===== config.mk =====
export PLATFORM = sky130hd
export DESIGN_NAME = otfq_top
export DESIGN_NICKNAME = d
export VERILOG_FILES = /design/src/logic/otfq_pkg.sv /design/src/logic/otfq_format.sv /design/src/logic/otfq_queue.sv /design/src/logic/otfq_top.sv
export VERILOG_INCLUDE_DIRS = /design/src /design/src/logic
export SDC_FILE = /design/constraint.sdc
export NUM_CORES = 1
export LEC_CHECK = 0
export BUFFER_PORTS_ARGS = -buffer_cell sky130_fd_sc_hd__buf_4
export CORE_ASPECT_RATIO = 1.1
export CORE_UTILIZATION = 35
export CTS_BUF_LIST = sky130_fd_sc_hd__clkbuf_16
export DETAILED_ROUTE_END_ITERATION = 12
export PLACE_DENSITY = 0.57
export SLEW_MARGIN = 20
export SYNTH_ARGS = -nofsm -noshare
export SYNTH_HDL_FRONTEND = slang
export SYNTH_HIERARCHICAL = 1
export SYNTH_SLANG_ARGS = --single-unit

===== constraint.sdc =====
create_clock -name clk_sys_i -period 3.9 [get_ports clk_sys_i]
set_clock_uncertainty 0.1 [all_clocks]
set_input_delay 0.78 -clock clk_sys_i [delete_from_list [all_inputs] [get_ports clk_sys_i]]
set_output_delay 0.78 -clock clk_sys_i [all_outputs]
set_load 0.01 [all_outputs]

===== src/logic/otfq_params.svh =====
// Constants of the over-temperature persistence and result formatting block.
// Assumes inclusion by the package, compiled ahead of every module of the block.
`ifndef OTFQ_PARAMS_SVH
`define OTFQ_PARAMS_SVH
`define OTFQ_PERSIST_COUNT 2'h3
`define OTFQ_CFG_Q3_BIT 0
`define OTFQ_CFG_Q4_BIT 1
`define OTFQ_CFG_RESET 8'h03
`define OTFQ_FRAC_BITS 5
`define OTFQ_S11_MAX 13'h0FFF
`define OTFQ_S11_MIN 13'h1000
`define OTFQ_S_FAULT 16'h8000
`define OTFQ_U_FAULT 16'h0000
`define OTFQ_RES_LOCAL 4'h0
`define OTFQ_RES_NUM 4'h9
`endif


===== src/logic/otfq_pkg.sv =====
// Types shared by the persistence filter and result formatter.
// Assumes the params header sits on the include path.
package otfq_pkg;
  `include "otfq_params.svh"
  // One conversion report from the converter: 1/32 degree signed value.
  typedef struct packed {
    logic done;
    logic [2:0] chan;
    logic filt;
    logic fault;
    logic [15:0] temp;
  } otfq_conv_type;
  // Compare results for one conversion on the queued channels.
  typedef struct packed {
    logic above;
    logic below_hyst;
  } otfq_cmp_type;
  typedef struct packed {
    logic [1:0] up_cnt;
    logic [1:0] dn_cnt;
    logic hot;
  } otfq_queue_type;
endpackage


===== src/logic/otfq_format.sv =====
// Result word coder: 1/32 degree signed value to the left-justified formats.
// Assumes temperatures arrive as signed 16-bit counts of 1/32 degree.
`timescale 1ns/10ps
module otfq_format import otfq_pkg::*; (
  input wire logic [15:0] temp_i,
  input wire logic filt_i,
  input wire logic fault_i,
  output logic [15:0] signed_o,
  output logic [15:0] unsigned_o
);
  logic [12:0] s13;
  logic [12:0] u13;
  logic [15:0] s_pre;
  logic [15:0] u_pre;

  // Clamp a signed 1/32 count into 13 bits, signed or unsigned.
  function automatic logic [12:0] otfq_clamp(input logic [15:0] t, input logic uns);
    logic signed [15:0] v;
    v = signed'(t);
    if (uns) begin
      if (v < 0) otfq_clamp = 13'h0000;
      else if (v > 16'sh1FFF) otfq_clamp = 13'h1FFF;
      else otfq_clamp = t[12:0];
    end else begin
      if (v < -16'sh1000) otfq_clamp = 13'h1000;
      else if (v > 16'sh0FFF) otfq_clamp = 13'h0FFF;
      else otfq_clamp = t[12:0];
    end
  endfunction

  always_comb begin
    s13 = otfq_clamp(temp_i, 1'b0);
    u13 = otfq_clamp(temp_i, 1'b1);
    // Unfiltered words keep 11 bits; lower bits read zero.
    s_pre = filt_i ? {s13, 3'h0} : {s13[12:2], 5'h00};
    u_pre = filt_i ? {u13, 3'h0} : {u13[12:2], 5'h00};
    signed_o = fault_i ? `OTFQ_S_FAULT : s_pre;
    unsigned_o = fault_i ? `OTFQ_U_FAULT : u_pre;
  end
endmodule // otfq_format


===== src/logic/otfq_queue.sv =====
// Persistence filter for one queued remote channel.
// Assumes a conversion-end pulse for this channel with its compare results beside it.
`timescale 1ns/10ps
module otfq_queue import otfq_pkg::*; (
  input wire logic clk_sys_i,
  input wire logic rst_i,
  input wire logic enable_i,
  input wire logic conv_done_i,
  input wire otfq_cmp_type cmp_i,
  output logic hot_o
);
  otfq_queue_type st_r;
  otfq_queue_type st_nxt;

  always_comb begin
    st_nxt = st_r;
    if (conv_done_i) begin
      if (!enable_i) begin
        st_nxt.up_cnt = 2'h0;
        st_nxt.dn_cnt = 2'h0;
        if (cmp_i.above) st_nxt.hot = 1'b1;
        else if (cmp_i.below_hyst) st_nxt.hot = 1'b0;
      end else begin
        st_nxt.up_cnt = cmp_i.above ? st_r.up_cnt + 2'h1 : 2'h0;
        st_nxt.dn_cnt = cmp_i.below_hyst ? st_r.dn_cnt + 2'h1 : 2'h0;
        if (st_nxt.up_cnt == `OTFQ_PERSIST_COUNT) begin
          st_nxt.hot = 1'b1;
          st_nxt.up_cnt = 2'h0;
        end else if (st_nxt.dn_cnt == `OTFQ_PERSIST_COUNT) begin
          // A set and a release in one conversion cannot both be honoured; the set wins.
          st_nxt.hot = 1'b0;
          st_nxt.dn_cnt = 2'h0;
        end
      end
    end
  end

  always_ff @(posedge clk_sys_i) begin
    if (rst_i) st_r <= '0;
    else st_r <= st_nxt;
  end

  assign hot_o = st_r.hot;

  property p_no_change_idle;
    @(posedge clk_sys_i) disable iff (rst_i) !conv_done_i |=> $stable(hot_o);
  endproperty
  a_no_change_idle: assert property (p_no_change_idle) else $error("alert moved idle");
  property p_single_release;
    @(posedge clk_sys_i) disable iff (rst_i)
      (enable_i && conv_done_i && cmp_i.below_hyst && st_r.dn_cnt == 2'h0 && hot_o)
      |=> hot_o;
  endproperty
  a_single_release: assert property (p_single_release) else $error("released early");
  property p_unq_set;
    @(posedge clk_sys_i) disable iff (rst_i) (!enable_i && conv_done_i && cmp_i.above) |=> hot_o;
  endproperty
  a_unq_set: assert property (p_unq_set) else $error("unqueued set missed");
  c_set: cover property (@(posedge clk_sys_i) disable iff (rst_i) $rose(hot_o));
  c_clr: cover property (@(posedge clk_sys_i) disable iff (rst_i) $fell(hot_o));
endmodule // otfq_queue


===== src/logic/otfq_top.sv =====
// Persistence-gated alerts and byte readback of temperature results.
// Assumes a converter reporting one channel per done pulse, and mask/limit compares outside.
`timescale 1ns/10ps
module otfq_top import otfq_pkg::*; (
  input wire logic clk_sys_i,
  input wire logic rst_i,
  input wire otfq_conv_type conv_i,
  input wire otfq_cmp_type cmp_r3_i,
  input wire otfq_cmp_type cmp_r4_i,
  input wire logic [2:0] other_hot_a_i,
  input wire logic [2:0] other_hot_b_i,
  input wire logic [2:0] other_hot_c_i,
  input wire logic [5:0] mask_i,
  input wire logic [7:0] reg_addr_i,
  input wire logic [7:0] reg_wdata_i,
  input wire logic reg_wr_i,
  input wire logic reg_rd_i,
  input wire logic serial_low_i,
  output logic [7:0] reg_rdata_o,
  output logic overtemp_alert_a_o,
  output logic overtemp_alert_a_oe_n_o,
  output logic overtemp_alert_b_o,
  output logic overtemp_alert_b_oe_n_o,
  output logic overtemp_alert_c_o,
  output logic overtemp_alert_c_oe_n_o,
  output logic serial_data_o,
  output logic serial_data_oe_n_o
);
  // Result address map: 0 local signed, 1..4 remote signed, 5..8 remote unsigned.
  // High byte at 2*index+0x10, low byte one above; configuration at 0x03.
  localparam logic [7:0] CFG_ADDR = 8'h03;
  localparam logic [7:0] RES_BASE = 8'h10;

  typedef struct packed {
    logic [7:0] cfg;
    logic [8:0][15:0] res;
    logic [8:0][7:0] lo_hold;
    logic [8:0] lo_lock;
    logic [7:0] rdata;
  } otfq_top_type;

  otfq_top_type st_r;
  otfq_top_type st_nxt;
  logic [15:0] fmt_s;
  logic [15:0] fmt_u;
  logic hot3;
  logic hot4;
  logic done3;
  logic done4;
  logic [7:0] roff;
  logic [3:0] ridx;
  logic rhi;
  logic rsel;

  assign done3 = conv_i.done && conv_i.chan == 3'h3;
  assign done4 = conv_i.done && conv_i.chan == 3'h4;

  otfq_format u_format (
    .temp_i(conv_i.temp),
    .filt_i(conv_i.filt && (conv_i.chan == 3'h1 || conv_i.chan == 3'h2)),
    .fault_i(conv_i.fault && conv_i.chan != 3'h0),
    .signed_o(fmt_s),
    .unsigned_o(fmt_u)
  );

  otfq_queue u_q3 (
    .clk_sys_i(clk_sys_i),
    .rst_i(rst_i),
    .enable_i(st_r.cfg[`OTFQ_CFG_Q3_BIT]),
    .conv_done_i(done3),
    .cmp_i(cmp_r3_i),
    .hot_o(hot3)
  );

  otfq_queue u_q4 (
    .clk_sys_i(clk_sys_i),
    .rst_i(rst_i),
    .enable_i(st_r.cfg[`OTFQ_CFG_Q4_BIT]),
    .conv_done_i(done4),
    .cmp_i(cmp_r4_i),
    .hot_o(hot4)
  );

  always_comb begin
    // Offset from the result base, so index 8 at 20h and 21h decodes like the rest.
    roff = reg_addr_i - RES_BASE;
    ridx = roff[4:1];
    rhi = !roff[0];
    rsel = reg_addr_i >= RES_BASE && roff[7:1] < 7'(`OTFQ_RES_NUM);
  end

  always_comb begin
    st_nxt = st_r;
    // Channel codes above four are ignored so they cannot overwrite the unsigned words.
    if (conv_i.done && conv_i.chan <= 3'h4) begin
      st_nxt.res[conv_i.chan] = fmt_s;
      if (conv_i.chan != 3'h0) st_nxt.res[4'(conv_i.chan) + 4'h4] = fmt_u;
    end
    if (reg_wr_i && reg_addr_i == CFG_ADDR) st_nxt.cfg = reg_wdata_i;
    st_nxt.rdata = 8'h00;
    if (reg_rd_i) begin
      if (reg_addr_i == CFG_ADDR) st_nxt.rdata = st_r.cfg;
      else if (rsel && rhi) begin
        st_nxt.rdata = st_r.res[ridx][15:8];
        st_nxt.lo_hold[ridx] = st_r.res[ridx][7:0];
        st_nxt.lo_lock[ridx] = 1'b1;
      end else if (rsel) begin
        st_nxt.rdata = st_r.lo_lock[ridx] ? st_r.lo_hold[ridx] : st_r.res[ridx][7:0];
        st_nxt.lo_lock[ridx] = 1'b0;
      end
      // Any other address reads zero, so no temperature leaks elsewhere.
    end
  end

  always_ff @(posedge clk_sys_i) begin
    if (rst_i) begin
      st_r <= '0;
      st_r.cfg <= `OTFQ_CFG_RESET;
    end else begin
      st_r <= st_nxt;
    end
  end

  assign reg_rdata_o = st_r.rdata;

  // Alerts are open drain: only ever drive a zero.
  logic act_a;
  logic act_b;
  logic act_c;
  always_comb begin
    act_a = |other_hot_a_i || (hot3 && !mask_i[0]) || (hot4 && !mask_i[1]);
    act_b = |other_hot_b_i || (hot3 && !mask_i[2]) || (hot4 && !mask_i[3]);
    act_c = |other_hot_c_i || (hot3 && !mask_i[4]) || (hot4 && !mask_i[5]);
  end
  assign overtemp_alert_a_o = 1'b0;
  assign overtemp_alert_b_o = 1'b0;
  assign overtemp_alert_c_o = 1'b0;
  assign overtemp_alert_a_oe_n_o = !act_a;
  assign overtemp_alert_b_oe_n_o = !act_b;
  assign overtemp_alert_c_oe_n_o = !act_c;
  assign serial_data_o = 1'b0;
  assign serial_data_oe_n_o = !serial_low_i;

  property p_mask_blocks;
    @(posedge clk_sys_i) disable iff (rst_i)
      (other_hot_a_i == 3'h0 && mask_i[1:0] == 2'h3) |-> overtemp_alert_a_oe_n_o;
  endproperty
  a_mask_blocks: assert property (p_mask_blocks) else $error("masked alert active");
  property p_alert_hot;
    @(posedge clk_sys_i) disable iff (rst_i) (hot3 && !mask_i[2]) |-> !overtemp_alert_b_oe_n_o;
  endproperty
  a_alert_hot: assert property (p_alert_hot) else $error("alert not driven");
  property p_never_high;
    @(posedge clk_sys_i) disable iff (rst_i)
      !overtemp_alert_c_o && !serial_data_o;
  endproperty
  a_never_high: assert property (p_never_high) else $error("drove high");
  property p_cfg_reset;
    @(posedge clk_sys_i) $fell(rst_i) |-> st_r.cfg[1:0] == 2'h3;
  endproperty
  a_cfg_reset: assert property (p_cfg_reset) else $error("queue off at reset");
  property p_lo_frozen;
    @(posedge clk_sys_i) disable iff (rst_i)
      (reg_rd_i && rsel && rhi) |=> st_r.lo_lock[$past(ridx)];
  endproperty
  a_lo_frozen: assert property (p_lo_frozen) else $error("low byte not locked");
  property p_unused_zero;
    @(posedge clk_sys_i) disable iff (rst_i)
      (reg_rd_i && !rsel && reg_addr_i != CFG_ADDR) |=> reg_rdata_o == 8'h00;
  endproperty
  a_unused_zero: assert property (p_unused_zero) else $error("stray read data");
  property p_fault_code;
    @(posedge clk_sys_i) disable iff (rst_i)
      (conv_i.done && conv_i.fault && conv_i.chan == 3'h3) |=> st_r.res[3] == `OTFQ_S_FAULT
        && st_r.res[7] == `OTFQ_U_FAULT;
  endproperty
  a_fault_code: assert property (p_fault_code) else $error("fault code wrong");
  property p_low_bits;
    @(posedge clk_sys_i) disable iff (rst_i) st_r.res[0][4:0] == 5'h00;
  endproperty
  a_low_bits: assert property (p_low_bits) else $error("local low bits set");
  c_hi_then_lo: cover property (@(posedge clk_sys_i) disable iff (rst_i)
    (reg_rd_i && rsel && rhi) ##1 (reg_rd_i && rsel && !rhi));
  c_cfg_wr: cover property (@(posedge clk_sys_i) disable iff (rst_i)
    reg_wr_i && reg_addr_i == CFG_ADDR);
  c_alert: cover property (@(posedge clk_sys_i) disable iff (rst_i) !overtemp_alert_a_oe_n_o);
endmodule // otfq_top


==> results.json <==
{
  "status": "complete, no violations",
  "r2r-start": "st_r[169]",
  "tns_ns": 0,
  "timing.fmax_ghz": 0.344,
  "yosysTopAreaCellShare": 0.422,
  "synth_cell_types": 62,
  "fin_crit_ns": 2.91,
  "crit_path_cell_trace": "buf_4 -> inv_1 -> ha_1 -> xnor2_1 -> and4bb_1 -> nand2_2 -> nor2_2 -> mux2i_1 -> nor2_1",
  "p_total_mw": 5.45,
  "grt_pass1_wl_um": 53600,
  "synth_enable_flop_cells": 0,
  "n_antenna_cell": 0,
  "cts_root_buffer": "clkbuf_16",
  "end_kind": "flop",
  "rsz0062_at_grt": "false",
  "use_met2": 0.318,
  "post_cts_buffers": 0,
  "num-fill-cells": 3378,
  "layoutNonFillerInstCount": 1882,
  "path_depth": 9,
  "finalSetupViolations": 0,
  "place_inst": 1835,
  "grt_start_max_net_pins": 171,
  "synth-seq-area-share": 0.422,
  "via_per_inst": 5.28,
  "relSlewSlack": 0.351,
  "grt_overflow": 0,
  "rr_endpoint": "st_r[17]",
  "cp.buffers_inverters": 2,
  "port_buffers": 73,
  "synth.area.top_cells": "dfxtp_1 (42%), nand2_1 (10%), mux2i_1 (8.2%)",
  "peakVddDrop_mv": 0.336,
  "crit_path_end": "st_r[77]",
  "reg2reg_slack_ns": 1.96,
  "rows": 70,
  "yosysWarnings": 6,
  "ys.flop_type": "dfxtp_1",
  "worst_slew_pin_slew_ns": 0.970,
  "worst_path_largest_cell_delay_ns": 0.51,
  "die_h_um": 195,
  "reg2regPathDepth": 7,
  "antenna_found_initial": 0,
  "nets": 1497,
  "cp-start-kind": "primary input",
  "wire_per_inst_um": 18.2,
  "layout_commonest_cell": "nand2_1",
  "io_pins": 78,
  "floorplan.initialDensity": 0.356,
  "clockBufferDepth": 3,
  "path_class": "primary input to flop",
  "cts.hold.buffers_added": 0,
  "layout_setup_ws_ns": 0.994,
  "cts_inserted_buffers": 28,
  "grt_pass1_vias": 9521,
  "synthesis.instances": 1407,
  "seq_area_um2": 5020,
  "p_per_area_nw_per_um2": 403,
  "ys_ff_latch": 251,
  "cts_tree": "built",
  "async_reset_ff_frac": 0,
  "worst-endpoint-arrival_ns": 3.19,
  "totalWireLength_um": 34300,
  "synth.avg_cell_area_um2": 8.45,
  "track_usage": 0.196,
  "clock_latency_ns": 0.56,
  "hp-class": "flop to flop",
  "die_area_um2": 34700,
  "die_width_um": 178,
  "synthToLayoutAreaGrowth_pct": 13.6,
  "post-place-ws_ns": 0.477,
  "layout_common_cells": "nand2_1 (330), dfxtp_1 (251), a21oi_1 (187)",
  "finalMaxSlewViolations": 0,
  "drt_first_pass_iters": 5,
  "met3_usage": 0.0271,
  "cp_slowest_cell": "nor2_2",
  "met1_usage": 0.273,
  "worst_hold_slack_ns": 0.349,
  "path_clk_slew_ns": 0.06,
  "p_leak_nw": 4.93,
  "clock_sinks": 251,
  "multi_input_area_um2": 6260,
  "place_hpwl_um": 21500,
  "htreeDepth": 1,
  "drv_cap": 0,
  "cts.repair.resized": 0,
  "critPathTopFamily": "simple AND/OR/NAND/NOR gates",
  "required_ns": 4.19,
  "synth_top_area_cell": "dfxtp_1",
  "startpoint": "reg_addr_i[4]",
  "vias": 9931,
  "drcViolationCount": 0,
  "worstPathMaxFanout": 19,
  "final_hold_viol_count": 0,
  "routabilityCongestion": 0.823,
  "drive_gt1_frac": 0.150,
  "drtIter0Drc": 640,
  "design.core.area_um2": 33400,
  "post-route-period-util": 0.745,
  "ant_nets": 0,
  "syn_area_um2": 11900,
  "top_usage_layer": "met2"
}
[how the worst min path moves through the flow]
stage | startpoint | endpoint | slack [ns] | cells past startpoint
after floorplan | st_r[17] | st_r[17] | 0.33 | 2
after global routing | st_r[143] | st_r[143] | 0.37 | 2
after detailed placement | st_r[23] | st_r[23] | 0.34 | 2
after global placement | st_r[18] | st_r[18] | 0.33 | 2
after CTS | st_r[23] | st_r[23] | 0.35 | 2
final | st_r[23] | st_r[23] | 0.35 | 2
[per-stage QoR]
| step | utilization | instance area [µm²] |
|---|---|---|
| 4_1_cts | 0.405 | 13500 |
| 5_1_grt | 0.405 | 13500 |
| 6_report | 0.405 | 13500 |
| 3_3_place_gp | 0.381 | 12700 |
| 2_1_floorplan | - | 11900 |
| 3_5_place_dp | 0.381 | 12700 |
[state kept, by name, indices dropped and copies added (netlist names)]
register	flops
u_q4/hot_o	1
reg_rdata_o	8
u_q3/hot_o	1
st_r	233
u_q4/st_r	4
u_q3/st_r	4
[routing by layer]
layer	part of all wire	wire length, µm
met3	0.045	1560
met5	0	0
met1	0.46	15900
met2	0.47	16000
met4	0.023	785
[synthesized netlist by cell type, drive strengths merged (10+ instances only)]
library cell and instances:
mux2i 97, mux4 17, mux2 27, nand2 332, nand2b 12, o21ai 50
o22ai 12, a211o 11, dfxtp 251, nor4b 11, nand3 25, nand3b 11
a22oi 16, o21a 10, inv 12, buf 55, nor2 109, clkbuf 63
nor2b 11, a21oi 191
[cell type report]
class / instances / share of cell area
Multi-Input combinational cell: 1034 / 0.463
Tap cell: 432 / 0.0400
Clock buffer: 28 / 0.0518
Clock inverter: 19 / 0.00870
Timing Repair Buffer: 106 / 0.0610
Sequential cell: 251 / 0.372
Inverter: 12 / 0.00333
[cells by family (layout without fill, tap and decap cells)]
| logic type | Yosys count | count (layout) | synth area share |
|---|---|---|---|
| adder cells (fa/ha/maj) | 2 | 2 | 0.00210 |
| AO/OA/AOI/OAI | 338 | 338 | 0.177 |
| AND/OR/NAND/NOR | 540 | 540 | 0.200 |
| flip-flops | 251 | 251 | 0.422 |
| buffers and inverters | 130 | 165 | 0.0558 |
| other | 2 | 10 | 0.000631 |
| XOR/XNOR | 3 | 3 | 0.00221 |
| multiplexers | 141 | 141 | 0.139 |
[where the power goes]
part	switching, mW	internal, mW	total (mW)	leakage (nW)
registers	0.0112	2.59	2.60	2.02
logic	0.302	0.154	0.456	2.48
clock network	1.04	1.35	2.40	0.429
[tightest hold or removal path: stages, from the launching register on]
cell,delay [ns]
dfxtp_1,0.30
nand2_1,0.05
a21oi_1,0.05
Power figures use the tool's default switching activity.
